## config.mk

```make
export PLATFORM = sky130hd
export DESIGN_NAME = spbc_baud_ctrl
export DESIGN_NICKNAME = d
export VERILOG_FILES = /design/src/shared/spbc_pkg.sv /design/src/rtl/spbc_baud_ctrl.sv /design/src/rtl/spbc_fifo.sv /design/src/rtl/spbc_frac_div.sv
export VERILOG_INCLUDE_DIRS = /design/src /design/src/shared
export SDC_FILE = /design/constraint.sdc
export NUM_CORES = 1
export LEC_CHECK = 0
export ABC_AREA = 1
export ABC_CLOCK_PERIOD_IN_PS = 5800
export BUFFER_PORTS_ARGS = -buffer_cell sky130_fd_sc_hd__buf_2
export CORE_AREA = 4 4 197 199
export DETAILED_ROUTE_END_ITERATION = 12
export DIE_AREA = 0 0 201 203
export PLACE_DENSITY = 0.48
export SYNTH_ARGS = -nofsm -noshare
export SYNTH_HDL_FRONTEND = slang
export SYNTH_SLANG_ARGS = --single-unit
```

## constraint.sdc

```tcl
create_clock -name clk -period 5.8 [get_ports clk]
set_clock_uncertainty 0.2 [all_clocks]
set_input_delay 0.58 -clock clk [delete_from_list [all_inputs] [get_ports clk]]
set_output_delay 0.58 -clock clk [all_outputs]
set_load 0.005 [all_outputs]
```

## src/shared/spbc_regs.svh

```systemverilog
// register offsets, field positions, reset values and counts of the serial port baud block
`ifndef SPBC_REGS_SVH
`define SPBC_REGS_SVH

// register addresses on the plain register port
`define SPBC_ADDR_BG     16'hFEB4
`define SPBC_ADDR_FDV    16'hFEB6
`define SPBC_ADDR_CON    16'hFEB8
`define SPBC_ADDR_TXD    16'hFEBA
`define SPBC_ADDR_RXD    16'hFEBC
`define SPBC_ADDR_STAT   16'hFEBE

// reset values
`define SPBC_RST_CON     16'h0000
`define SPBC_RST_BG      13'h0000
`define SPBC_RST_FDV     9'h000

// field widths and positions
`define SPBC_BG_W        13
`define SPBC_FDV_W       9
`define SPBC_LOW_OEN     7

// prescaler last counts for divide-by-2 and divide-by-3
`define SPBC_DIV2_LAST   2'h1
`define SPBC_DIV3_LAST   2'h2

// frame shape and transmit buffer depth
`define SPBC_DATA_BITS   8
`define SPBC_TXF_DEPTH   16

`endif

```

## src/shared/spbc_pkg.sv

```systemverilog
// types shared by the serial port baud block
package spbc_pkg;

  // control register, bit 15 down to bit 0
  typedef struct packed {
    logic       run;      // baud generator run control
    logic       loop;     // loopback_enable
    logic       prescale_select;      // prescale_select
    logic       odd;      // parity polarity
    logic       fde;      // frac_divider_enable
    logic       oe;       // overrun error flag
    logic [9:0] low;      // lower control bits, overrun_check_enable among them
  } spbc_ctrl_t;

  // plain register port request
  typedef struct packed {
    logic [15:0] addr;
    logic [31:0] wdata;
    logic        wr;
    logic        rd;
  } spbc_req_t;

  // transmitter states
  typedef enum logic [2:0] {TX_IDLE, TX_START, TX_DATA, TX_PAR, TX_STOP} spbc_tx_t;

  // receiver states
  typedef enum logic [1:0] {RX_IDLE, RX_DATA, RX_PAR, RX_STOP} spbc_rx_t;

endpackage : spbc_pkg

```

## src/rtl/spbc_baud_ctrl.sv

```systemverilog
// serial port baud generator, upper control bits, transmit fifo and simple frame engine
//
// The strobed register port was chosen for this implementation.
`timescale 1ns/1ps
`include "spbc_regs.svh"

module spbc_baud_ctrl #(
  parameter int BG_W  = `SPBC_BG_W,
  parameter int FDV_W = `SPBC_FDV_W,
  parameter int DEPTH = `SPBC_TXF_DEPTH
) (
  input  wire logic        clk,
  input  wire logic        reset_n,
  input  wire logic [15:0] regAddr,
  input  wire logic [31:0] regWdata,
  input  wire logic        regWr,
  input  wire logic        regRd,
  output logic      [31:0] regRdata,
  input  wire logic        rxdPin,
  output logic             txdPin,
  output logic             autobaudRefTick,
  output logic             txFifoFull
);
  localparam int DB = `SPBC_DATA_BITS;

  spbc_pkg::spbc_req_t  req;                      // bundled register request
  spbc_pkg::spbc_ctrl_t ctrl_ff, nxt_ctrl;        // control register
  logic [BG_W-1:0]      reload_ff, nxt_reload;    // baud_reload value
  logic [BG_W-1:0]      count_ff, nxt_count;      // baud_timer_count
  logic [FDV_W-1:0]     fdv_ff, nxt_fdv;          // frac_ratio_value
  logic [1:0]           presCnt_ff, nxt_presCnt;  // divide-by-2/3 counter
  logic [31:0]          rdata_ff, nxt_rdata;      // read data register
  logic                 abRef_ff, nxt_abRef;      // autobaud reference tick
  logic                 txFull_ff, nxt_txFull;    // registered fifo full
  logic                 rxS1_ff, rxS2_ff;         // receive pin synchroniser
  spbc_pkg::spbc_tx_t   txSt_ff, nxt_txSt;        // transmitter state
  logic [DB-1:0]        txDat_ff, nxt_txDat;      // word being sent
  logic [2:0]           txIdx_ff, nxt_txIdx;      // transmit bit index
  logic                 txd_ff, nxt_txd;          // serial output line
  spbc_pkg::spbc_rx_t   rxSt_ff, nxt_rxSt;        // receiver state
  logic [DB-1:0]        rxSh_ff, nxt_rxSh;        // receive shifter
  logic [2:0]           rxIdx_ff, nxt_rxIdx;      // receive bit index
  logic [DB-1:0]        rxBuf_ff, nxt_rxBuf;      // received word
  logic                 rxFull_ff, nxt_rxFull;    // received word unread
  logic                 fracTick;                 // fractional divider output
  logic                 presTick;                 // prescaled_baud_clock
  logic                 bitTick;                  // one per timer reload
  logic                 rxLine;                   // line seen by receiver
  logic                 rxDone;                   // frame finished this cycle
  logic                 fifoInReady, fifoOutValid, txPop;
  logic [DB-1:0]        fifoOutData;
  logic                 overrun_check_enable;

  assign req             = '{addr: regAddr, wdata: regWdata, wr: regWr, rd: regRd};
  assign regRdata        = rdata_ff;
  assign txdPin          = txd_ff;
  assign autobaudRefTick = abRef_ff;
  assign txFifoFull      = txFull_ff;
  assign overrun_check_enable             = ctrl_ff.low[`SPBC_LOW_OEN];

  // fractional divider runs only when selected and running
  spbc_frac_div #(
    .W (FDV_W)
  ) u_frac (
    .clk     (clk),
    .reset_n (reset_n),
    .enable  (ctrl_ff.run && ctrl_ff.fde),
    .ratio   (fdv_ff),
    .tick    (fracTick)
  );

  // transmit words wait here until the frame engine takes them
  spbc_fifo #(
    .WIDTH (DB),
    .DEPTH (DEPTH)
  ) u_txf (
    .clk      (clk),
    .reset_n  (reset_n),
    .inValid  (req.wr && req.addr == `SPBC_ADDR_TXD),
    .inData   (req.wdata[DB-1:0]),
    .inReady  (fifoInReady),
    .outValid (fifoOutValid),
    .outData  (fifoOutData),
    .outReady (txPop)
  );

  // prescaler and baud timer next values
  always_comb begin
    nxt_presCnt = '0;
    if (ctrl_ff.fde) begin
      presTick = fracTick;
    end else begin
      presTick    = ctrl_ff.run &&
                    (presCnt_ff == (ctrl_ff.prescale_select ? `SPBC_DIV3_LAST : `SPBC_DIV2_LAST));
      nxt_presCnt = (!ctrl_ff.run || presTick) ? 2'h0 : 2'(presCnt_ff + 2'h1);
    end
    bitTick = ctrl_ff.run && presTick && (count_ff == '0);
    if (!ctrl_ff.run || bitTick) begin
      nxt_count = reload_ff;
    end else if (presTick) begin
      nxt_count = BG_W'(count_ff - 1'b1);
    end else begin
      nxt_count = count_ff;
    end
    nxt_abRef  = fracTick;
    nxt_txFull = !fifoInReady;
  end

  // register prescaler and timer
  always_ff @(posedge clk) begin
    if (!reset_n) begin
      presCnt_ff <= '0;
      count_ff   <= `SPBC_RST_BG;
      abRef_ff   <= 1'b0;
      txFull_ff  <= 1'b0;
    end else begin
      presCnt_ff <= nxt_presCnt;
      count_ff   <= nxt_count;
      abRef_ff   <= nxt_abRef;
      txFull_ff  <= nxt_txFull;
    end
  end

  // receive pin synchroniser
  always_ff @(posedge clk) begin
    if (!reset_n) begin
      rxS1_ff <= 1'b1;
      rxS2_ff <= 1'b1;
    end else begin
      rxS1_ff <= rxdPin;
      rxS2_ff <= rxS1_ff;
    end
  end

  // transmitter next state: start, data lsb first, parity, stop
  always_comb begin
    nxt_txSt  = txSt_ff;
    nxt_txDat = txDat_ff;
    nxt_txIdx = txIdx_ff;
    nxt_txd   = txd_ff;
    txPop     = 1'b0;
    if (!ctrl_ff.run) begin
      nxt_txSt = spbc_pkg::TX_IDLE;
      nxt_txd  = 1'b1;
    end else if (bitTick) begin
      case (txSt_ff)
        spbc_pkg::TX_IDLE: begin
          // take a word when one waits
          if (fifoOutValid) begin
            txPop     = 1'b1;
            nxt_txDat = fifoOutData;
            nxt_txIdx = '0;
            nxt_txd   = 1'b0;
            nxt_txSt  = spbc_pkg::TX_START;
          end
        end
        spbc_pkg::TX_START: begin
          nxt_txd  = txDat_ff[0];
          nxt_txSt = spbc_pkg::TX_DATA;
        end
        spbc_pkg::TX_DATA: begin
          if (txIdx_ff == 3'(DB - 1)) begin
            nxt_txd  = (^txDat_ff) ^ ctrl_ff.odd;
            nxt_txSt = spbc_pkg::TX_PAR;
          end else begin
            nxt_txIdx = 3'(txIdx_ff + 3'h1);
            nxt_txd   = txDat_ff[3'(txIdx_ff + 3'h1)];
          end
        end
        spbc_pkg::TX_PAR: begin
          nxt_txd  = 1'b1;
          nxt_txSt = spbc_pkg::TX_STOP;
        end
        default: begin
          nxt_txSt = spbc_pkg::TX_IDLE;
        end
      endcase
    end
  end

  // register transmitter
  always_ff @(posedge clk) begin
    if (!reset_n) begin
      txSt_ff  <= spbc_pkg::TX_IDLE;
      txDat_ff <= '0;
      txIdx_ff <= '0;
      txd_ff   <= 1'b1;
    end else begin
      txSt_ff  <= nxt_txSt;
      txDat_ff <= nxt_txDat;
      txIdx_ff <= nxt_txIdx;
      txd_ff   <= nxt_txd;
    end
  end

  // receiver next state, sampling once per bit tick
  always_comb begin
    rxLine    = ctrl_ff.loop ? txd_ff : rxS2_ff;
    nxt_rxSt  = rxSt_ff;
    nxt_rxSh  = rxSh_ff;
    nxt_rxIdx = rxIdx_ff;
    rxDone    = 1'b0;
    if (!ctrl_ff.run) begin
      nxt_rxSt = spbc_pkg::RX_IDLE;
    end else if (bitTick) begin
      case (rxSt_ff)
        spbc_pkg::RX_IDLE: begin
          // low line is a start bit
          if (!rxLine) begin
            nxt_rxIdx = '0;
            nxt_rxSt  = spbc_pkg::RX_DATA;
          end
        end
        spbc_pkg::RX_DATA: begin
          nxt_rxSh  = {rxLine, rxSh_ff[DB-1:1]};
          nxt_rxIdx = 3'(rxIdx_ff + 3'h1);
          if (rxIdx_ff == 3'(DB - 1)) begin
            nxt_rxSt = spbc_pkg::RX_PAR;
          end
        end
        spbc_pkg::RX_PAR: begin
          nxt_rxSt = spbc_pkg::RX_STOP;
        end
        default: begin
          rxDone   = 1'b1;
          nxt_rxSt = spbc_pkg::RX_IDLE;
        end
      endcase
    end
  end

  // register receiver
  always_ff @(posedge clk) begin
    if (!reset_n) begin
      rxSt_ff  <= spbc_pkg::RX_IDLE;
      rxSh_ff  <= '0;
      rxIdx_ff <= '0;
    end else begin
      rxSt_ff  <= nxt_rxSt;
      rxSh_ff  <= nxt_rxSh;
      rxIdx_ff <= nxt_rxIdx;
    end
  end

  // register writes, read effects and hardware flag set
  always_comb begin
    nxt_ctrl   = ctrl_ff;
    nxt_reload = reload_ff;
    nxt_fdv    = fdv_ff;
    nxt_rxBuf  = rxBuf_ff;
    nxt_rxFull = rxFull_ff;
    nxt_rdata  = '0;
    // address decode for writes
    if (req.wr && req.addr == `SPBC_ADDR_CON) begin
      nxt_ctrl = req.wdata[15:0];
    end else if (req.wr && req.addr == `SPBC_ADDR_BG) begin
      nxt_reload = req.wdata[BG_W-1:0];
    end else if (req.wr && req.addr == `SPBC_ADDR_FDV) begin
      nxt_fdv = req.wdata[FDV_W-1:0];
    end
    // reading the received word frees it
    if (req.rd && req.addr == `SPBC_ADDR_RXD) begin
      nxt_rxFull = 1'b0;
    end
    // new word wins over a read
    if (rxDone) begin
      nxt_rxBuf  = rxSh_ff;
      nxt_rxFull = 1'b1;
      // overrun sets flag, wins over clear
      if (rxFull_ff && overrun_check_enable) begin
        nxt_ctrl.oe = 1'b1;
      end
    end
    // address decode for reads, upper bits zero
    if (!req.rd) begin
      nxt_rdata = '0;
    end else if (req.addr == `SPBC_ADDR_CON) begin
      nxt_rdata = 32'(ctrl_ff);
    end else if (req.addr == `SPBC_ADDR_BG) begin
      nxt_rdata = 32'(count_ff);
    end else if (req.addr == `SPBC_ADDR_FDV) begin
      nxt_rdata = 32'(fdv_ff);
    end else if (req.addr == `SPBC_ADDR_RXD) begin
      nxt_rdata = 32'(rxBuf_ff);
    end else if (req.addr == `SPBC_ADDR_STAT) begin
      nxt_rdata = 32'({fifoOutValid, txFull_ff, rxFull_ff});
    end
  end

  // register file
  always_ff @(posedge clk) begin
    if (!reset_n) begin
      ctrl_ff   <= `SPBC_RST_CON;
      reload_ff <= `SPBC_RST_BG;
      fdv_ff    <= `SPBC_RST_FDV;
      rxBuf_ff  <= '0;
      rxFull_ff <= 1'b0;
      rdata_ff  <= '0;
    end else begin
      ctrl_ff   <= nxt_ctrl;
      reload_ff <= nxt_reload;
      fdv_ff    <= nxt_fdv;
      rxBuf_ff  <= nxt_rxBuf;
      rxFull_ff <= nxt_rxFull;
      rdata_ff  <= nxt_rdata;
    end
  end

  // checks on the guarded behaviour
  property p_overrun;
    @(posedge clk) disable iff (!reset_n) (rxDone && rxFull_ff && overrun_check_enable) |=> ctrl_ff.oe;
  endproperty
  a_overrun: assert property (p_overrun) else $error("overrun flag not set");
  property p_frac_sel;
    @(posedge clk) disable iff (!reset_n) (ctrl_ff.run && ctrl_ff.fde) |-> presTick == fracTick;
  endproperty
  a_frac_sel: assert property (p_frac_sel) else $error("prescaler not from divider");
  property p_parity;
    @(posedge clk) disable iff (!reset_n)
      (txSt_ff == spbc_pkg::TX_PAR) |-> txd_ff == ((^txDat_ff) ^ ctrl_ff.odd);
  endproperty
  a_parity: assert property (p_parity) else $error("parity bit polarity wrong");
  property p_div3;
    @(posedge clk) disable iff (!reset_n)
      (ctrl_ff.run && !ctrl_ff.fde && ctrl_ff.prescale_select && presTick && $stable(ctrl_ff))
        |=> !presTick [*2];
  endproperty
  a_div3: assert property (p_div3) else $error("divide-by-3 spacing wrong");
  property p_run_idle;
    @(posedge clk) disable iff (!reset_n)
      !ctrl_ff.run |=> txd_ff && !bitTick && rxSt_ff == spbc_pkg::RX_IDLE;
  endproperty
  a_run_idle: assert property (p_run_idle) else $error("interface active while stopped");
  property p_bg_read;
    @(posedge clk) disable iff (!reset_n)
      (req.rd && req.addr == `SPBC_ADDR_BG) |=> rdata_ff == 32'($past(count_ff));
  endproperty
  a_bg_read: assert property (p_bg_read) else $error("timer read wrong");
  property p_abd_ref;
    @(posedge clk) disable iff (!reset_n) fracTick |=> autobaudRefTick;
  endproperty
  a_abd_ref: assert property (p_abd_ref) else $error("autobaud reference missing");
  property p_con_upper;
    @(posedge clk) disable iff (!reset_n)
      (req.rd && req.addr == `SPBC_ADDR_CON) |=> rdata_ff[31:16] == 16'h0000;
  endproperty
  a_con_upper: assert property (p_con_upper) else $error("upper control bits not zero");
  property p_reload;
    @(posedge clk) disable iff (!reset_n)
      (ctrl_ff.run && presTick && count_ff == '0) |=> count_ff == $past(reload_ff);
  endproperty
  a_reload: assert property (p_reload) else $error("timer did not reload");

endmodule : spbc_baud_ctrl

```

## src/rtl/spbc_fifo.sv

```systemverilog
// transmit fifo with registered read data
`timescale 1ns/1ps
`include "spbc_regs.svh"

module spbc_fifo #(
  parameter int WIDTH = 8,
  parameter int DEPTH = `SPBC_TXF_DEPTH
) (
  input  wire logic             clk,
  input  wire logic             reset_n,
  input  wire logic             inValid,
  input  wire logic [WIDTH-1:0] inData,
  output logic                  inReady,
  output logic                  outValid,
  output logic      [WIDTH-1:0] outData,
  input  wire logic             outReady
);
  localparam int AW = $clog2(DEPTH);
  localparam int CW = $clog2(DEPTH + 1);

  logic [WIDTH-1:0] mem [DEPTH];       // storage array
  logic [AW-1:0]    wPtr_ff, nxt_wPtr;  // write pointer
  logic [AW-1:0]    rPtr_ff, nxt_rPtr;  // read pointer
  logic [CW-1:0]    cnt_ff, nxt_cnt;    // words held in the array
  logic             oVal_ff, nxt_oVal;  // output stage holds a word
  logic [WIDTH-1:0] oDat_ff, nxt_oDat;  // output stage word
  logic             push, pull;

  // the output stage counts toward the depth, so at most DEPTH words are held in all
  assign inReady  = (((CW+1)'(cnt_ff) + (CW+1)'(oVal_ff)) < (CW+1)'(DEPTH));
  assign outValid = oVal_ff;
  assign outData  = oDat_ff;

  // next pointer, count and output stage
  always_comb begin
    push     = inValid && inReady;
    pull     = (cnt_ff != '0) && (!oVal_ff || outReady);
    nxt_wPtr = push ? AW'(wPtr_ff + 1'b1) : wPtr_ff;
    nxt_rPtr = pull ? AW'(rPtr_ff + 1'b1) : rPtr_ff;
    nxt_cnt  = CW'(cnt_ff + CW'(push) - CW'(pull));
    nxt_oDat = pull ? mem[rPtr_ff] : oDat_ff;
    // stage refills on a pull, empties on a take
    if (pull) begin
      nxt_oVal = 1'b1;
    end else if (outReady) begin
      nxt_oVal = 1'b0;
    end else begin
      nxt_oVal = oVal_ff;
    end
  end

  // register state
  always_ff @(posedge clk) begin
    if (!reset_n) begin
      wPtr_ff <= '0;
      rPtr_ff <= '0;
      cnt_ff  <= '0;
      oVal_ff <= 1'b0;
      oDat_ff <= '0;
    end else begin
      wPtr_ff <= nxt_wPtr;
      rPtr_ff <= nxt_rPtr;
      cnt_ff  <= nxt_cnt;
      oVal_ff <= nxt_oVal;
      oDat_ff <= nxt_oDat;
    end
  end

  // array write, no reset needed
  always_ff @(posedge clk) begin
    if (push) begin
      mem[wPtr_ff] <= inData;
    end
  end

endmodule : spbc_fifo

```

## src/rtl/spbc_frac_div.sv

```systemverilog
// fractional divider: ticks at ratio/512 of the clock, every clock with ratio zero
`timescale 1ns/1ps
`include "spbc_regs.svh"

module spbc_frac_div #(
  parameter int W = `SPBC_FDV_W
) (
  input  wire logic         clk,
  input  wire logic         reset_n,
  input  wire logic         enable,
  input  wire logic [W-1:0] ratio,
  output logic              tick
);
  logic [W-1:0] acc_ff, nxt_acc;    // phase accumulator
  logic         tick_ff, nxt_tick;  // output tick
  logic [W:0]   sum;

  assign tick = tick_ff;

  // accumulate ratio, carry out gives the tick
  always_comb begin
    sum      = {1'b0, acc_ff} + {1'b0, ratio};
    nxt_acc  = enable ? sum[W-1:0] : '0;
    nxt_tick = enable && ((ratio == '0) || sum[W]);
  end

  // register accumulator and tick
  always_ff @(posedge clk) begin
    if (!reset_n) begin
      acc_ff  <= '0;
      tick_ff <= 1'b0;
    end else begin
      acc_ff  <= nxt_acc;
      tick_ff <= nxt_tick;
    end
  end

  property p_frac_zero;
    @(posedge clk) disable iff (!reset_n)
      (enable && ratio == '0) |=> tick;
  endproperty
  a_frac_zero: assert property (p_frac_zero) else $error("zero ratio did not pass clock");

endmodule : spbc_frac_div

```

==> results.py <==
metrics = {
    "status": {
        "outcome": "completed",
    },
    "die": {
        "die_h_um": 203,
        "die_x_um": 201,
        "core_um2": 37200,
        "fp-row-count": 71,
        "io_pins": 88,
        "start_util_pct": 33.4,
        "die-area_um2": 40800,
    },
    "power": {
        "p_leak_nw": 5.70,
        "power_density_nw_per_um2": 345,
        "ir_drop_v": 0.000234,
    },
    "timing": {
        "finalMaxSlewViolations": 0,
        "setup_viol": 0,
        "final.min_clock_period_ns": 3.58,
        "tightestPinTransition_ns": 1.25,
        "period_share_pct": 61.7,
        "relSlewSlack_pct": 15.8,
        "rsz0062_at_grt": "no",
        "setup_slack_ns": 2.22,
        "max_freq_ghz": 0.279,
        "holdWs_ns": 0.0720,
        "finalHoldViolCount": 0,
        "timing.setup.tns_ns": 0,
    },
    "global_route": {
        "grt_overflow": 0,
        "antenna_found_initial": 0,
        "track_usage_pct": 15.7,
        "grt_max_degree": 79,
        "grt_pass1_vias": 9232,
        "grt_pass1_wl_mm": 51.8,
    },
    "clock_tree": {
        "clk_latency_ns": 0.57,
        "clockBufferDepth": 3,
        "cts_setup_buffers": 0,
        "cts_buffers": 30,
        "hold_buffers": 1,
        "cts_resized": 0,
        "cts_tree": "done",
        "htree_levels": 1,
        "clkSinkCount": 270,
        "cts_root_buffer": "clkbuf_16",
        "path_clk_slew_ns": 0.06,
    },
    "finish": {
        "n_antenna_cell": 0,
        "drive_above_1_share_pct": 9.67,
        "area_growth_pct": 13.1,
        "fillers": 3817,
        "nets": 1576,
        "fin_util_pct": 37.8,
        "fin_cells": 1984,
    },
    "placement": {
        "gp_congestion": 0.767,
        "place_inst": 1929,
        "pre_cts_ws_ns": 1.84,
        "place_hpwl_mm": 21.5,
        "io_buffers": 55,
    },
    "routing": {
        "final_antenna_net_count": 0,
        "via_per_inst": 4.78,
        "route.detailed.drc": 0,
        "drt_iter0_drc": 612,
        "via_count": 9488,
        "wirelength_mm": 32.6,
        "first_pass_iters": 5,
        "wl_per_cell_um": 16.4,
    },
    "min_path": {
        "hp-class": "in2reg",
        "holdPathEnd": "reload_ff[10]$_SDFFE_PN0P_",
        "hold-path-cell-count": 3,
        "min_from": "regWdata[10]",
    },
    "synthesis": {
        "synthFlopType": "dfxtp_1",
        "ys_types": 48,
        "synth_top_area_share_pct": 30.9,
        "netlist_area_um2": 12400,
        "synth_area_leader_cell": "edfxtp_1",
        "ys_ff_latch": 270,
        "seq_area_frac_synth_pct": 53.8,
        "async_reset_ff_share_pct": 0,
        "synth_area_per_cell_um2": 8.63,
        "synthTopCellsByArea": "edfxtp_1 (31%), dfxtp_1 (23%), nand2_1 (7.9%)",
        "synth_edf_count": 128,
        "ys_warn_count": 0,
        "postSynthCellCount": 1441,
    },
    "critical_path": {
        "crit_chain": "inv_1 -> ha_1 -> nand4_1 -> nor3_4 -> nand3_4 -> nand2_4 -> nand2_4 -> inv_2 -> ha_1 -> inv_1 -> ha_1 -> inv_1 -> fa_1 -> nor3_1 -> a211oi_1 -> o21ai_0 -> a21oi_1",
        "crit_arrival_ns": 3.82,
        "critPathTopFamily": "simple AND/OR/NAND/NOR gates",
        "r2r_cells": 17,
        "worst_path_max_delay_cell": "fa_1",
        "start_kind": "register",
        "cp.required_ns": 6.04,
        "r2r-end": "u_txf.cnt_ff[4]$_SDFF_PN0_",
        "critPathMaxFanout": 17,
        "crit_buf_inv": 4,
        "crit_type": "reg2reg",
        "critPathMaxStageDelay_ns": 0.41,
        "r2r_start": "count_ff[0]$_SDFFE_PN0P_",
        "r2r_slack_ns": 2.22,
        "end_kind": "register",
    },
    "flow_run": {
        "max_cap_viol_count": 0,
    },
}
[worst max path at each step]
| stage | startpoint | end | slack [ns] | cells past startpoint |
|---|---|---|---|---|
| after global routing | presCnt_ff[0]$_SDFF_PP0_ | u_txf.cnt_ff[4]$_SDFF_PN0_ | 1.78 | 17 |
| after CTS | count_ff[0]$_SDFFE_PN0P_ | u_txf.cnt_ff[4]$_SDFF_PN0_ | 2.14 | 17 |
| after global placement | regAddr[8] | u_txf.mem[11][7]$_DFFE_PP_ | 1.84 | 10 |
| after floorplan | count_ff[0]$_SDFFE_PN0P_ | u_txf.cnt_ff[4]$_SDFF_PN0_ | 2.79 | 18 |
| final | count_ff[0]$_SDFFE_PN0P_ | u_txf.cnt_ff[4]$_SDFF_PN0_ | 2.22 | 17 |
| after detailed placement | regAddr[8] | u_txf.mem[11][7]$_DFFE_PP_ | 1.84 | 10 |
[cells in the final DEF, fill, tap and decap left out, types with 5 or more instances in the layout]
master | netlist | final
ha_1 | 33 | 33
nand4_1 | 22 | 22
conb_1 | 1 | 16
buf_4 | 16 | 14
nand3_1 | 92 | 92
clkinv_2 | 0 | 5
clkbuf_16 | 0 | 33
o211ai_1 | 9 | 9
a211oi_1 | 10 | 10
inv_1 | 150 | 150
nand3b_1 | 7 | 7
or2_2 | 5 | 5
dfxtp_1 | 142 | 141
clkinv_1 | 3 | 8
nor2_1 | 183 | 183
buf_2 | 16 | 55
a21oi_1 | 102 | 102
edfxtp_1 | 128 | 128
xor2_1 | 7 | 7
o21ai_0 | 122 | 122
nor3_1 | 41 | 41
nand2_1 | 262 | 262
[state kept, by name (all words and copies together) (netlist names), 4 cells and up]
name           flops
count_ff          13
txDat_ff           8
reload_ff         13
regRdata          16
u_txf.rPtr_ff      4
fdv_ff             9
rxSh_ff            8
rxBuf_ff           8
ctrl_ff           16
u_txf.outData      8
u_txf.cnt_ff       5
u_txf.mem        128
u_frac.acc_ff      9
u_txf.wPtr_ff      4
[logic make-up (layout without fill, tap and decap cells)]
logic type | Yosys count | count (layout) | synth area share (%)
other | 1 | 16 | 0.0301
xor gates and xnor gates | 11 | 11 | 0.775
buffers and inverters | 225 | 279 | 7.77
DFF | 270 | 270 | 53.8
and+or+nand+nor | 636 | 636 | 22.6
adders and majority gates | 35 | 35 | 3.64
AOI/OAI and AO/OA | 263 | 263 | 11.4
[layer usage]
metal,share of wire (%),routed length (um),global-route usage [%],up-vias
met2,48,15500,26.7,146
li1,-,-,-,4873
met1,47,15300,21.6,4425
met4,1.9,609,3.56,0
met5,0,0,0,-
met3,3.6,1180,1.92,44
[metrics by stage]
step / power [mW] / instance area (um2)
2_1_floorplan: 2.76 / 12500
4_1_cts: 4.93 / 14100
3_3_place_gp: 3.05 / 13100
5_1_grt: 5.13 / 14100
6_report: 4.85 / 14100
3_5_place_dp: 3.05 / 13100
[area by class of cell]
cell class              instances  area [um2]  share of cell area [%]
clock inverters                16         133                   0.942
repair buffers                 70         390                    2.77
well taps                     474         593                    4.21
inverters                     155         582                    4.13
multi-input cells             961        4840                    34.4
flip-flops and latches        270        6690                    47.5
clock buffers                  38         846                    6.01
[power by group]
part / switching [mW] / leakage (nW) / internal (mW)
clock: 0.786 / 0.478 / 1.08
combinational: 0.630 / 2.92 / 0.263
sequential: 0.0436 / 2.30 / 2.05
[tightest hold or removal path, delay by kind of cell]
| kind | cells | cell delay (ns) |
|---|---|---|
| buffers and inverters | 1 | 0.09 |
| and+or+nand+nor | 2 | 0.12 |
[synthesized netlist by cell type, types with 5 or more instances]
cell type,number
nor3_1,41
or2_2,5
inv_1,150
nor2_1,183
nand3b_1,7
o21ai_0,122
o211ai_1,9
nand2_1,262
nand4_1,22
xor2_1,7
clkbuf_1,31
dfxtp_1,142
buf_4,16
buf_2,16
ha_1,33
a21oi_1,102
edfxtp_1,128
a211oi_1,10
nand3_1,92
(Power assumes the default switching activity.)
